## src/design/cpu_regs_pkg.sv

```systemverilog
package cpu_regs_pkg;

    ////////////////////////////////////////////////////////////////////////
    // reset values and fixed addresses
    localparam logic [15:0] SP_RESET       = 16'h00ff;
    localparam logic [7:0]  SP_TOP_LOW     = 8'hff;
    localparam logic [15:0] PC_RESET       = 16'h0000;
    localparam logic [15:0] VEC_HI_ADDR    = 16'hfffe;
    localparam logic [15:0] VEC_LO_ADDR    = 16'hffff;
    localparam logic [7:0]  ACC_RESET      = 8'h00;
    localparam logic [7:0]  IDX_BYTE_RESET = 8'h00;

    ////////////////////////////////////////////////////////////////////////
    // condition code layout
    localparam int          CC_C      = 0;
    localparam int          CC_Z      = 1;
    localparam int          CC_N      = 2;
    localparam int          CC_I      = 3;
    localparam int          CC_H      = 4;
    localparam int          CC_V      = 7;
    localparam logic [7:0]  CCR_ONES  = 8'h60;
    localparam logic [7:0]  CCR_RESET = 8'h68;

    ////////////////////////////////////////////////////////////////////////
    // decimal adjust
    localparam logic [7:0]  DEC_LO_FIX = 8'h06;
    localparam logic [7:0]  DEC_HI_FIX = 8'h60;
    localparam logic [3:0]  BCD_DIGIT_MAX = 4'h9;
    localparam logic [7:0]  BCD_BYTE_MAX  = 8'h99;

    ////////////////////////////////////////////////////////////////////////
    // apb map
    localparam int          APB_AW         = 12;
    localparam logic [11:0] CTRL_OFS       = 12'h000;
    localparam logic [11:0] STAT_OFS       = 12'h004;
    localparam int          CTRL_GUARD_BIT = 0;
    localparam int          STAT_WRAP_BIT  = 0;
    localparam int          STAT_READY_BIT = 1;
    localparam logic        CTRL_RESET     = 1'b0;

    ////////////////////////////////////////////////////////////////////////
    // operation selects
    typedef enum logic [1:0] {ACC_NONE, ACC_DATA, ACC_ALU, ACC_DEC} acc_sel_t;
    typedef enum logic [2:0] {SP_NONE, SP_LOAD, SP_PUSH, SP_PULL, SP_TOP,
                              SP_ADD} sp_op_t;
    typedef enum logic [1:0] {PC_NONE, PC_INC, PC_LOAD} pc_op_t;
    typedef enum logic [2:0] {CC_NONE, CC_LOAD, CC_ALU, CC_DEC, CC_SET_I,
                              CC_CLR_I} ccr_op_t;
    typedef enum logic [2:0] {ALU_ADD, ALU_ADC, ALU_SUB, ALU_SBC, ALU_PASS,
                              ALU_SHIFT} alu_op_t;
    typedef enum logic [2:0] {AM_IX, AM_IX1, AM_IX2, AM_SP1,
                              AM_SP2} addr_mode_t;

endpackage

```

## src/design/alu_flags.sv

```systemverilog
module alu_flags
    import cpu_regs_pkg::*;
(
    input  wire alu_op_t    aluOp,
    input  wire logic [7:0] opA,
    input  wire logic [7:0] opB,
    input  wire logic       carryIn,
    input  wire logic       shiftCarry,
    output logic [7:0]      result,
    output logic            vOut,
    output logic            hOut,
    output logic            cOut,
    output logic            updV,
    output logic            updH,
    output logic            updC
);
    logic [8:0] wide;
    logic       isSub;

    always_comb begin
        isSub = (aluOp == ALU_SUB) || (aluOp == ALU_SBC);
        case (aluOp)
            ALU_ADD:   wide = {1'b0, opA} + {1'b0, opB};
            ALU_ADC:   wide = {1'b0, opA} + {1'b0, opB} + {8'h00, carryIn};
            ALU_SUB:   wide = {1'b0, opA} - {1'b0, opB};
            ALU_SBC:   wide = {1'b0, opA} - {1'b0, opB} - {8'h00, carryIn};
            default:   wide = {1'b0, opB};
        endcase
        result = wide[7:0];
        updV   = 1'b1;
        updH   = (aluOp == ALU_ADD) || (aluOp == ALU_ADC);
        updC   = (aluOp != ALU_PASS);
        cOut   = (aluOp == ALU_SHIFT) ? shiftCarry : wide[8];
        hOut   = (opA[3] & opB[3]) | (opB[3] & ~result[3])
               | (~result[3] & opA[3]);
        if (isSub) begin
            vOut = (opA[7] & ~opB[7] & ~result[7])
                 | (~opA[7] & opB[7] & result[7]);
        end else if (aluOp == ALU_SHIFT) begin
            vOut = result[7] ^ shiftCarry;
        end else if (aluOp == ALU_PASS) begin
            vOut = 1'b0;
        end else begin
            vOut = (opA[7] & opB[7] & ~result[7])
                 | (~opA[7] & ~opB[7] & result[7]);
        end
    end

endmodule

```

## src/design/cpu_register_file.sv

```systemverilog
module cpu_register_file
    import cpu_regs_pkg::*;
(
    input  wire logic              clock,
    input  wire logic              rst_b,
    input  wire acc_sel_t          accSel,
    input  wire logic [7:0]        accIn,
    input  wire logic              idxHiWe,
    input  wire logic              idxLoWe,
    input  wire logic [15:0]       idxIn,
    input  wire sp_op_t            spOp,
    input  wire logic [15:0]       spIn,
    input  wire logic [7:0]        spAdj,
    input  wire pc_op_t            pcOp,
    input  wire logic [15:0]       pcIn,
    input  wire ccr_op_t           ccrOp,
    input  wire logic [7:0]        ccrIn,
    input  wire alu_op_t           aluOp,
    input  wire logic [7:0]        aluB,
    input  wire logic              shiftCarry,
    input  wire logic              addrReq,
    input  wire addr_mode_t        addrMode,
    input  wire logic [15:0]       addrOfs,
    input  wire logic [7:0]        vecData,
    input  wire logic              psel,
    input  wire logic              penable,
    input  wire logic              pwrite,
    input  wire logic [APB_AW-1:0] paddr,
    input  wire logic [31:0]       pwdata,
    output logic [7:0]             accOut,
    output logic [15:0]            indexOut,
    output logic [15:0]            spOut,
    output logic [15:0]            pcOut,
    output logic [7:0]             ccrOut,
    output logic [15:0]            effAddr,
    output logic                   effAddrValid,
    output logic [15:0]            vecAddr,
    output logic                   vecRd,
    output logic                   coreReady,
    output logic                   condLess,
    output logic                   condLessEq,
    output logic [31:0]            prdata,
    output logic                   pready,
    output logic                   pslverr
);
    typedef enum logic [1:0] {VS_HI, VS_LO, VS_RUN} vec_state_t;

    vec_state_t  vecState_q;
    logic [7:0]  acc_q, idxHi_q, idxLo_q, ccr_q, ccr_d;
    logic [15:0] sp_q, pc_q, effAddr_q, vecAddr_q;
    logic        effValid_q, vecRd_q, ready_q, less_q, lessEq_q;
    logic [31:0] prdata_q;
    logic        pready_q, pslverr_q, guard_q, wrap_q;
    logic [7:0]  aluRes, decRes;
    logic        aluV, aluH, aluC, updV, updH, updC, decC;
    logic        apbAccess, apbDone, wrapEvent, wrapClr;
    logic [15:0] idxPair;

    assign idxPair = {idxHi_q, idxLo_q};

    ////////////////////////////////////////////////////////////////////////
    // arithmetic helpers
    alu_flags u_alu (
        .aluOp      (aluOp),
        .opA        (acc_q),
        .opB        (aluB),
        .carryIn    (ccr_q[CC_C]),
        .shiftCarry (shiftCarry),
        .result     (aluRes),
        .vOut       (aluV),
        .hOut       (aluH),
        .cOut       (aluC),
        .updV       (updV),
        .updH       (updH),
        .updC       (updC)
    );

    decimal_adjust u_dec (
        .accIn  (acc_q),
        .hFlag  (ccr_q[CC_H]),
        .cFlag  (ccr_q[CC_C]),
        .result (decRes),
        .cOut   (decC)
    );

    ////////////////////////////////////////////////////////////////////////
    // reset vector fetch; datapath requests are ignored until it is done
    always_ff @(posedge clock or negedge rst_b) begin
        if (!rst_b) begin
            vecState_q <= VS_HI;
            vecAddr_q  <= VEC_HI_ADDR;
            vecRd_q    <= 1'b1;
            ready_q    <= 1'b0;
        end else begin
            case (vecState_q)
                VS_HI: begin
                    vecState_q <= VS_LO;
                    vecAddr_q  <= VEC_LO_ADDR;
                end
                VS_LO: begin
                    vecState_q <= VS_RUN;
                    vecRd_q    <= 1'b0;
                    ready_q    <= 1'b1;
                end
                VS_RUN: begin
                    vecState_q <= VS_RUN;
                end
                default: begin
                    vecState_q <= VS_HI;
                    vecAddr_q  <= VEC_HI_ADDR;
                    vecRd_q    <= 1'b1;
                    ready_q    <= 1'b0;
                end
            endcase
        end
    end

    ////////////////////////////////////////////////////////////////////////
    // program counter
    always_ff @(posedge clock or negedge rst_b) begin
        if (!rst_b) begin
            pc_q <= PC_RESET;
        end else if (vecState_q == VS_HI) begin
            pc_q <= {vecData, pc_q[7:0]};
        end else if (vecState_q == VS_LO) begin
            pc_q <= {pc_q[15:8], vecData};
        end else begin
            case (pcOp)
                PC_INC:  pc_q <= pc_q + 16'h0001;
                PC_LOAD: pc_q <= pcIn;
                default: pc_q <= pc_q;
            endcase
        end
    end

    ////////////////////////////////////////////////////////////////////////
    // accumulator and index pair
    always_ff @(posedge clock or negedge rst_b) begin
        if (!rst_b) begin
            acc_q <= ACC_RESET;
        end else if (ready_q) begin
            case (accSel)
                ACC_DATA: acc_q <= accIn;
                ACC_ALU:  acc_q <= aluRes;
                ACC_DEC:  acc_q <= decRes;
                default:  acc_q <= acc_q;
            endcase
        end
    end

    always_ff @(posedge clock or negedge rst_b) begin
        if (!rst_b) begin
            idxHi_q <= IDX_BYTE_RESET;
            idxLo_q <= IDX_BYTE_RESET;
        end else if (ready_q) begin
            if (idxHiWe) begin
                idxHi_q <= idxIn[15:8];
            end
            if (idxLoWe) begin
                idxLo_q <= idxIn[7:0];
            end
        end
    end

    ////////////////////////////////////////////////////////////////////////
    // stack pointer
    always_ff @(posedge clock or negedge rst_b) begin
        if (!rst_b) begin
            sp_q <= SP_RESET;
        end else if (ready_q) begin
            case (spOp)
                SP_LOAD: sp_q <= spIn;
                SP_PUSH: sp_q <= sp_q - 16'h0001;
                SP_PULL: sp_q <= sp_q + 16'h0001;
                SP_TOP:  sp_q <= {sp_q[15:8], SP_TOP_LOW};
                SP_ADD:  sp_q <= sp_q + {{8{spAdj[7]}}, spAdj};
                default: sp_q <= sp_q;
            endcase
        end
    end

    // a wrap means the stack ran off either end of the space
    assign wrapEvent = ready_q && guard_q
                     && (((spOp == SP_PUSH) && (sp_q == 16'h0000))
                     || ((spOp == SP_PULL) && (sp_q == 16'hffff)));

    ////////////////////////////////////////////////////////////////////////
    // condition codes
    always_comb begin
        ccr_d = ccr_q;
        case (ccrOp)
            CC_LOAD: ccr_d = ccrIn;
            CC_ALU: begin
                ccr_d[CC_N] = aluRes[7];
                ccr_d[CC_Z] = (aluRes == 8'h00);
                if (updV) begin
                    ccr_d[CC_V] = aluV;
                end
                if (updH) begin
                    ccr_d[CC_H] = aluH;
                end
                if (updC) begin
                    ccr_d[CC_C] = aluC;
                end
            end
            CC_DEC: begin
                ccr_d[CC_N] = decRes[7];
                ccr_d[CC_Z] = (decRes == 8'h00);
                ccr_d[CC_C] = decC;
            end
            CC_SET_I: ccr_d[CC_I] = 1'b1;
            CC_CLR_I: ccr_d[CC_I] = 1'b0;
            default:  ccr_d = ccr_q;
        endcase
        ccr_d = ccr_d | CCR_ONES;
    end

    always_ff @(posedge clock or negedge rst_b) begin
        if (!rst_b) begin
            ccr_q    <= CCR_RESET;
            less_q   <= 1'b0;
            lessEq_q <= 1'b0;
        end else if (ready_q) begin
            ccr_q    <= ccr_d;
            less_q   <= ccr_d[CC_N] ^ ccr_d[CC_V];
            lessEq_q <= ccr_d[CC_Z] | (ccr_d[CC_N] ^ ccr_d[CC_V]);
        end
    end

    ////////////////////////////////////////////////////////////////////////
    // operand address; index pair or stack pointer as base
    always_ff @(posedge clock or negedge rst_b) begin
        if (!rst_b) begin
            effAddr_q  <= 16'h0000;
            effValid_q <= 1'b0;
        end else begin
            effValid_q <= addrReq && ready_q;
            if (addrReq && ready_q) begin
                case (addrMode)
                    AM_IX:   effAddr_q <= idxPair;
                    AM_IX1:  effAddr_q <= idxPair + {8'h00, addrOfs[7:0]};
                    AM_IX2:  effAddr_q <= idxPair + addrOfs;
                    AM_SP1:  effAddr_q <= sp_q + {8'h00, addrOfs[7:0]};
                    AM_SP2:  effAddr_q <= sp_q + addrOfs;
                    default: effAddr_q <= idxPair;
                endcase
            end
        end
    end

    ////////////////////////////////////////////////////////////////////////
    // apb slave: only control and status live here, core registers
    // stay off the bus
    assign apbAccess = psel && penable && !pready_q;
    assign apbDone   = psel && penable && pready_q;
    assign wrapClr   = apbDone && pwrite && (paddr == STAT_OFS)
                     && pwdata[STAT_WRAP_BIT];

    always_ff @(posedge clock or negedge rst_b) begin
        if (!rst_b) begin
            pready_q  <= 1'b0;
            pslverr_q <= 1'b0;
            prdata_q  <= 32'h0000_0000;
        end else begin
            pready_q  <= apbAccess;
            pslverr_q <= apbAccess && (paddr != CTRL_OFS)
                       && (paddr != STAT_OFS);
            if (apbAccess && !pwrite) begin
                prdata_q <= 32'h0000_0000;
                if (paddr == CTRL_OFS) begin
                    prdata_q[CTRL_GUARD_BIT] <= guard_q;
                end else if (paddr == STAT_OFS) begin
                    prdata_q[STAT_WRAP_BIT]  <= wrap_q;
                    prdata_q[STAT_READY_BIT] <= ready_q;
                end
            end
        end
    end

    always_ff @(posedge clock or negedge rst_b) begin
        if (!rst_b) begin
            guard_q <= CTRL_RESET;
        end else if (apbDone && pwrite && (paddr == CTRL_OFS)) begin
            guard_q <= pwdata[CTRL_GUARD_BIT];
        end
    end

    // set wins over a clear in the same cycle
    always_ff @(posedge clock or negedge rst_b) begin
        if (!rst_b) begin
            wrap_q <= 1'b0;
        end else begin
            wrap_q <= wrapEvent || (wrap_q && !wrapClr);
        end
    end

    ////////////////////////////////////////////////////////////////////////
    // outputs
    assign accOut       = acc_q;
    assign indexOut     = idxPair;
    assign spOut        = sp_q;
    assign pcOut        = pc_q;
    assign ccrOut       = ccr_q;
    assign effAddr      = effAddr_q;
    assign effAddrValid = effValid_q;
    assign vecAddr      = vecAddr_q;
    assign vecRd        = vecRd_q;
    assign coreReady    = ready_q;
    assign condLess     = less_q;
    assign condLessEq   = lessEq_q;
    assign prdata       = prdata_q;
    assign pready       = pready_q;
    assign pslverr      = pslverr_q;
endmodule

```

## src/design/decimal_adjust.sv

```systemverilog
module decimal_adjust
    import cpu_regs_pkg::*;
(
    input  wire logic [7:0] accIn,
    input  wire logic       hFlag,
    input  wire logic       cFlag,
    output logic [7:0]      result,
    output logic            cOut
);
    logic [7:0] fix;

    // correction chosen from both flags and the digits themselves
    always_comb begin
        fix  = 8'h00;
        cOut = 1'b0;
        if (cFlag || (accIn > BCD_BYTE_MAX)) begin
            fix  = fix | DEC_HI_FIX;
            cOut = 1'b1;
        end
        if (hFlag || (accIn[3:0] > BCD_DIGIT_MAX)) begin
            fix = fix | DEC_LO_FIX;
        end
        result = accIn + fix;
    end

endmodule

```

## config.mk

```make
export PLATFORM = sky130hd
export DESIGN_NAME = cpu_register_file
export DESIGN_NICKNAME = d
export VERILOG_FILES = /design/src/design/cpu_regs_pkg.sv /design/src/design/alu_flags.sv /design/src/design/cpu_register_file.sv /design/src/design/decimal_adjust.sv
export SDC_FILE = /design/constraint.sdc
export NUM_CORES = 1
export LEC_CHECK = 0
export BUFFER_PORTS_ARGS = -buffer_cell sky130_fd_sc_hd__buf_2
export CAP_MARGIN = 25
export CORE_UTILIZATION = 47
export CTS_CLUSTER_DIAMETER = 120
export DETAILED_ROUTE_END_ITERATION = 8
export PLACE_DENSITY = 0.78
export SYNTH_ARGS = -nofsm -noshare
export SYNTH_HDL_FRONTEND = slang
export SYNTH_SLANG_ARGS = --single-unit
```

## constraint.sdc

```tcl
create_clock -name clock -period 3.25 [get_ports clock]
set_input_delay 0.65 -clock clock [delete_from_list [all_inputs] [get_ports clock]]
set_output_delay 0.65 -clock clock [all_outputs]
set_load 0.02 [all_outputs]
```

## Yosys cells after proc, flatten, opt, wreduce, memory -nomap -nowiden

Index checks and enable logic that the tools add are counted.

- Add/subtract/negate cells: 13
- Multiply operators: 0
- Divide/modulo/power cells: 0
- Magnitude comparators: 2
- Equality and inequality tests: 33
- Shifts and indexed selects: 0
- Multiplexer cells: 27
- Bitwise logic cells: 24
- Reduce and logical (&&, ||, !) cells: 52

Operators by type and width:

| cell | number |
|---|---|
| $pmux 16 s5 | 1 |
| $pmux 16 s2 | 2 |
| $pmux 16 s4 | 1 |
| $add 16x16->16 | 3 |
| $pmux 9 s4 | 1 |
| $add 16x1->16 const B | 2 |
| $add 16x8->16 | 2 |
| $mux 16 | 2 |
| $eq 3x2->1 const B | 8 |
| $pmux 8 s3 | 1 |
| $eq 3x3->1 const B | 7 |
| $eq 16x16->1 const B | 1 |
| $logic_and 1x1->1 | 16 |
| $logic_not 16->1 | 1 |
| $logic_not 8->1 | 2 |
| $sub 16x1->16 const B | 1 |
| $reduce_bool 3->1 | 5 |
| $reduce_and 2->1 | 7 |
| $eq 12x3->1 const B | 1 |
| $eq 3x1->1 const B | 4 |
| $logic_not 12->1 | 1 |
| $ne 12x3->1 const B | 1 |
| $reduce_bool 12->1 | 1 |
| $and 1x1->1 | 11 |
| 32 further kinds | 69 |

- Register bits after elaboration: 107
- Bits in latches: 0
- Bits in writable memories: 0
- ROM bits: 0
- Word-level logic and storage cells: 175
- Memories kept: 0

## Longest topological paths before layout

- Word-level depth: 12
- Mapped depth: 20

## Modules after synthesis

Synthesis repeated with hierarchy kept, for this count alone.

- Cells, all modules: 1209
- Area total of the unflattened synthesis: 9633.0 um2

Modules (own cells, without submodules):

| module | instances | cells an instance | area each (um2) |
|---|---|---|---|
| cpu_register_file | 1 | 951 | 7826.3 |
| alu_flags | 1 | 235 | 1607.8 |
| decimal_adjust | 1 | 23 | 198.9 |

## Worst setup path before layout

Ideal clock, no wire load.

- Kind: input -> register
- Start point: in addrMode[0]
- End point: reg effAddr_q[12] (netlist: effAddr[12])
- Arrival: 4.060 ns
- Required time: 3.168 ns
- Path slack: -0.891 ns
- Stages: 17
- Path buffers: 1
- Cells stage by stage: nor2b_1 > nand2_1 > clkbuf_1 > mux2_2 > ha_1 > inv_1 > fa_1 > inv_1 > a21oi_1 > o21bai_1 > a21oi_1 > o21bai_1 > a21boi_0 > nor3_1 > a211oi_1 > or4_1 > a31oi_1

- Cells in the longest elaborated chain, start to end: 2
- Elaborated cells on any way between the ends: 5
- Classes of those cells: eq/ne: 4; mux: 1

Ends and longest elaborated chain:

| element | line | text |
|---|---|---|
| start, declared | cpu_register_file.sv:22 | `input wire addr_mode_t addrMode,` |
| $eq 3x3->1 (tied with other cells) | cpu_register_file.sv:239 | `case (addrMode)` |
| $pmux 16 s4 * | cpu_register_file.sv:239 |  |
| end signal, assigned | cpu_register_file.sv:240 | `AM_IX: effAddr_q <= idxPair;` |
| end signal, assigned | cpu_register_file.sv:241 | `AM_IX1: effAddr_q <= idxPair + {8'h00, addrOfs[7:0]};` |
| end signal, assigned | cpu_register_file.sv:242 | `AM_IX2: effAddr_q <= idxPair + addrOfs;` |
| end, declared | cpu_register_file.sv:50 | `logic [15:0] sp_q, pc_q, effAddr_q, vecAddr_q;` |

Every way passes the cells marked *; elsewhere a longest branch is shown, timed or not.
A chain may end at the register's enable or synchronous reset.

## Final worst setup path

- Start point: in aluB[3]
- End point: reg lessEq_q (netlist: condLessEq)

- Cells in the longest elaborated chain, start to end: 12
- Elaborated cells on any way between the ends: 21
- Classes of those cells: add/sub: 4; mux: 6; bitwise: 10; reduce/logical: 1

Ends and longest elaborated chain:

| element | line | text |
|---|---|---|
| start, declared | cpu_register_file.sv:19 | `input wire logic [7:0] aluB,` |
| $sub 8x8->9 / $add 8x8->9 (equally long branches) | -- |  |
| $sub 9x1->9 / $add 9x1->9 (equally long branches) | alu_flags.sv:26, alu_flags.sv:24 |  |
| $pmux 9 s4 * | alu_flags.sv:22 | `case (aluOp)` |
| $not 1->1 | alu_flags.sv:37, alu_flags.sv:44 |  |
| $and 1x1->1 | alu_flags.sv:44 | `vOut = (opA[7] & opB[7] & ~result[7])` |
| $or 1x1->1 | alu_flags.sv:45 | `\| (~opA[7] & ~opB[7] & result[7]);` |
| $mux 1 | alu_flags.sv:41 | `end else if (aluOp == ALU_PASS) begin` |
| $mux 1 | alu_flags.sv:39 | `end else if (aluOp == ALU_SHIFT) begin` |
| $mux 1 | alu_flags.sv:36 | `if (isSub) begin` |
| $pmux 1 s2 | cpu_register_file.sv:191 | `case (ccrOp)` |
| $xor 1x1->1 | cpu_register_file.sv:226 | `lessEq_q <= ccr_d[CC_Z] \| (ccr_d[CC_N] ^ ccr_d[CC_V]);` |
| $or 1x1->1 * | cpu_register_file.sv:226 |  |
| end signal, assigned | cpu_register_file.sv:226 |  |
| end, declared | cpu_register_file.sv:51 | `logic effValid_q, vecRd_q, ready_q, less_q, lessEq_q;` |

Marks and branches as above.

==> impl_metrics.env <==
export IMPL_nNetsFinal=1750
export IMPL_synth_edf_count=0
export IMPL_worst_pin_slew_ps=917
export IMPL_yosys_top_cells_count="nand2_1 (140), o21ai_0 (92), dfrtp_1 (82)"
export IMPL_grt_max_degree=45
export IMPL_clock_fmax_mhz=295
export IMPL_crit_fanout=4
export IMPL_grt_pass1_wl_mm=46.6
export IMPL_root_buffer="clkbuf_16"
export IMPL_vias=10035
export IMPL_yosys_area_top_type="dfrtp_1"
export IMPL_tns_ps=-197
export IMPL_timing_final_crit_share=1.04
export IMPL_fin_crit_ps=3390
export IMPL_cts_buffer_depth=2
export IMPL_routed_wl_mm=30.4
export IMPL_post_dp_cell_area_sq_um=11500
export IMPL_fp_coreArea_sq_um=18900
export IMPL_drtIter0Drc=679
export IMPL_setup_viol=3
export IMPL_cp_end_kind="flop"
export IMPL_cp_slowest_stage_delay_ps=540
export IMPL_hold_violations=0
export IMPL_drtAntennaViolNets=0
export IMPL_fin_skew_ps=9.56
export IMPL_synth_most_common_cell="nand2_1"
export IMPL_design_area_sq_um=12400
export IMPL_clkSinkCount=92
export IMPL_vias_per_cell=5.68
export IMPL_p_per_area_nw_per_um2=546
export IMPL_hold_path_class="in2async"
export IMPL_worstPathArrival_ps=3670
export IMPL_crit_slowest_cell="or4_4"
export IMPL_dieHeight_um=141
export IMPL_startpoint_type="input pin"
export IMPL_ir_drop_uv=315
export IMPL_dieArea_sq_um=20000
export IMPL_die_x_um=141
export IMPL_first_pass_iters=5
export IMPL_grt_overflow=0
export IMPL_power_mw=6.76
export IMPL_cpMostUsedCell="mux2_4"
export IMPL_seq_area_frac_synth=0.253
export IMPL_rsz0062_at_grt="yes"
export IMPL_cts_buffers=9
export IMPL_ys_seq_elements=92
export IMPL_fillerInstances=1597
export IMPL_worstSkewPairLatency_ps=350
export IMPL_synth_top_area_frac=0.225
export IMPL_slew_viol_final=0
export IMPL_syn_inst=1145
export IMPL_wl_per_cell_um=17.2
export IMPL_clk_pin_slew_worst_paths_ps=70
export IMPL_grt_use_total=0.296
export IMPL_grt_pass1_vias=9248
export IMPL_critPathKind="in2reg"
export IMPL_pin_count=308
export IMPL_syn_avg_cell_area_sq_um=7.98
export IMPL_drc_errors=0
export IMPL_dpl_worst_slack_ps=-499
export IMPL_synth_area_sq_um=9130
export IMPL_routabilityCongestion=1.00
export IMPL_dp_hpwl_mm=23.5
export IMPL_drive_above_1_share=0.365
export IMPL_placementRows=50
export IMPL_critical_path_cell_chain="buf_2 -> inv_1 -> ha_1 -> nor2_4 -> a211oi_4 -> or4_4 -> o311ai_4 -> nand3_2 -> xnor3_1 -> mux2_4 -> mux2_4 -> o31a_1 -> o21bai_1 -> a31oi_1"
export IMPL_cp_required_ps=3530
export IMPL_slew_headroom=0.387
export IMPL_drv_cap=0
export IMPL_initial_utilization=0.483
export IMPL_synth_async_sr_flop_share=1.00
export IMPL_port_buffers=227
export IMPL_synth_distinct_cells=77
export IMPL_h_tree_depth=3
export IMPL_postLayoutSetupSlackWorst_ps=-136
export IMPL_yosysWarnings=0
export IMPL_leakagePower_nw=5.92
export IMPL_synth_top_flop_cell="dfrtp_1"
export IMPL_cts_tree="yes"
export IMPL_cp_top_family="simple AND/OR/NAND/NOR gates"
export IMPL_status="finished with violations"
export IMPL_violations="setup timing"
export IMPL_antenna_found_initial=1
export IMPL_synthTopCellsByArea="dfrtp_1 (22%), ha_1 (9.7%), nand2_1 (5.8%), o21ai_0 (5.0%), a21oi_1 (4.3%)"
export IMPL_syn_to_final_growth_pct=35.6
export IMPL_path_buf_inv=2
cell usage in the layout, fill, tap and decap left out, drive strengths merged, types with 5 or more instances in the layout:
cell      n
buf     397
nand2   140
o21ai    96
dfrtp    82
nor2     80
a21oi    80
ha       71
inv      50
conb     47
xnor2    41
xor2     35
nand3    34
mux2     32
nor3     28
nand2b   21
a31oi    20
nor2b    16
a22oi    15
a211oi   15
nand4    12
clkbuf   11
a22o     10
a21o     10
o22ai    10
dfstp    10
mux2i     9
o22a      9
or3       9
nor4      8
and3      7
o21bai    7
a221oi    7
or2       6
fa        6
and2      6
o31ai     5
or4       5
repair_timing:
action	in CTS	in global routing
setup endpoints to repair	11	18
endpoints found under the hold margin	0	0
pin swaps	12	54
gates resized for setup	19	67
hold buffers	0	0
buffers inserted	4	16
layout make-up:
cell class                 count  area, sq um  area share
antenna                        1         2.50    0.000202
clock buffer                  11          233      0.0188
clock inverter                 5          109     0.00879
inverter                      50          188      0.0152
multi-input combinational    950         6740       0.544
sequential                    92         2310       0.187
tap                          260          325      0.0263
timing repair buffer         397         2470       0.200
final timing paths:
check	startpoint	endpoint	slack [ps]	cells past startpoint
worst max-delay path	aluB[3]	condLessEq	-140	14
worst min-delay path	rst_b	effAddr[3]	300	1
worst max register to register	accOut[0]	condLessEq	-120	14
worst min register to register	effAddr[7]	effAddr[7]	480	2
max in group asynchronous	rst_b	ccrOut[3]	2210	2
min in group clock	effAddr[7]	effAddr[7]	480	2
layer usage:
metal  part of all wire  vias up  GRT usage
li1                   -     4742          -
met1               0.41     4730      0.387
met2               0.47      490      0.490
met3              0.080       73     0.0442
met4              0.032        0      0.121
met5                  0        -          0
report_power, final:
part           total [mW]  internal (mW)  switching, mW  leakage (nW)
clock                1.24          0.759          0.484         0.162
combinational        3.83           1.77           2.06          4.67
sequential           1.68           1.37          0.317          1.09
total                6.76           3.90           2.86          5.92
flip-flops by register name (all words and copies together) (netlist names):
| signal | flops |
|---|---|
| pcOut | 16 |
| coreReady | 1 |
| vecRd | 1 |
| guard_q | 1 |
| wrap_q | 1 |
| condLessEq | 1 |
| idxLo_q | 8 |
| vecAddr | 1 |
| pslverr | 1 |
| effAddr | 16 |
| prdata | 2 |
| idxHi_q | 8 |
| spOut | 16 |
| accOut | 8 |
| pready | 1 |
| condLess | 1 |
| effAddrValid | 1 |
| ccrOut | 6 |
| vecState_q | 2 |
stage by stage:
step | hold WS, ps | utilization | cells
global route | 355 | 0.655 | 1766
global placement | 460 | 0.610 | 1729
floorplan | 354 | - | 1190
finish | 296 | 0.655 | 1766
CTS | 321 | 0.634 | 1749
detailed placement | 468 | 0.610 | 1729
cell families after synthesis:
| group | share of synthesized area |
|---|---|
| and+or+nand+nor | 0.196 |
| AOI/OAI and AO/OA | 0.228 |
| buffers and inverters | 0.0830 |
| DFF | 0.253 |
| adders and majority gates | 0.110 |
| xor gates and xnor gates | 0.0762 |
| muxes | 0.0526 |
| other | 0.000822 |
Note: power is estimated with default switching activity, not from simulation.
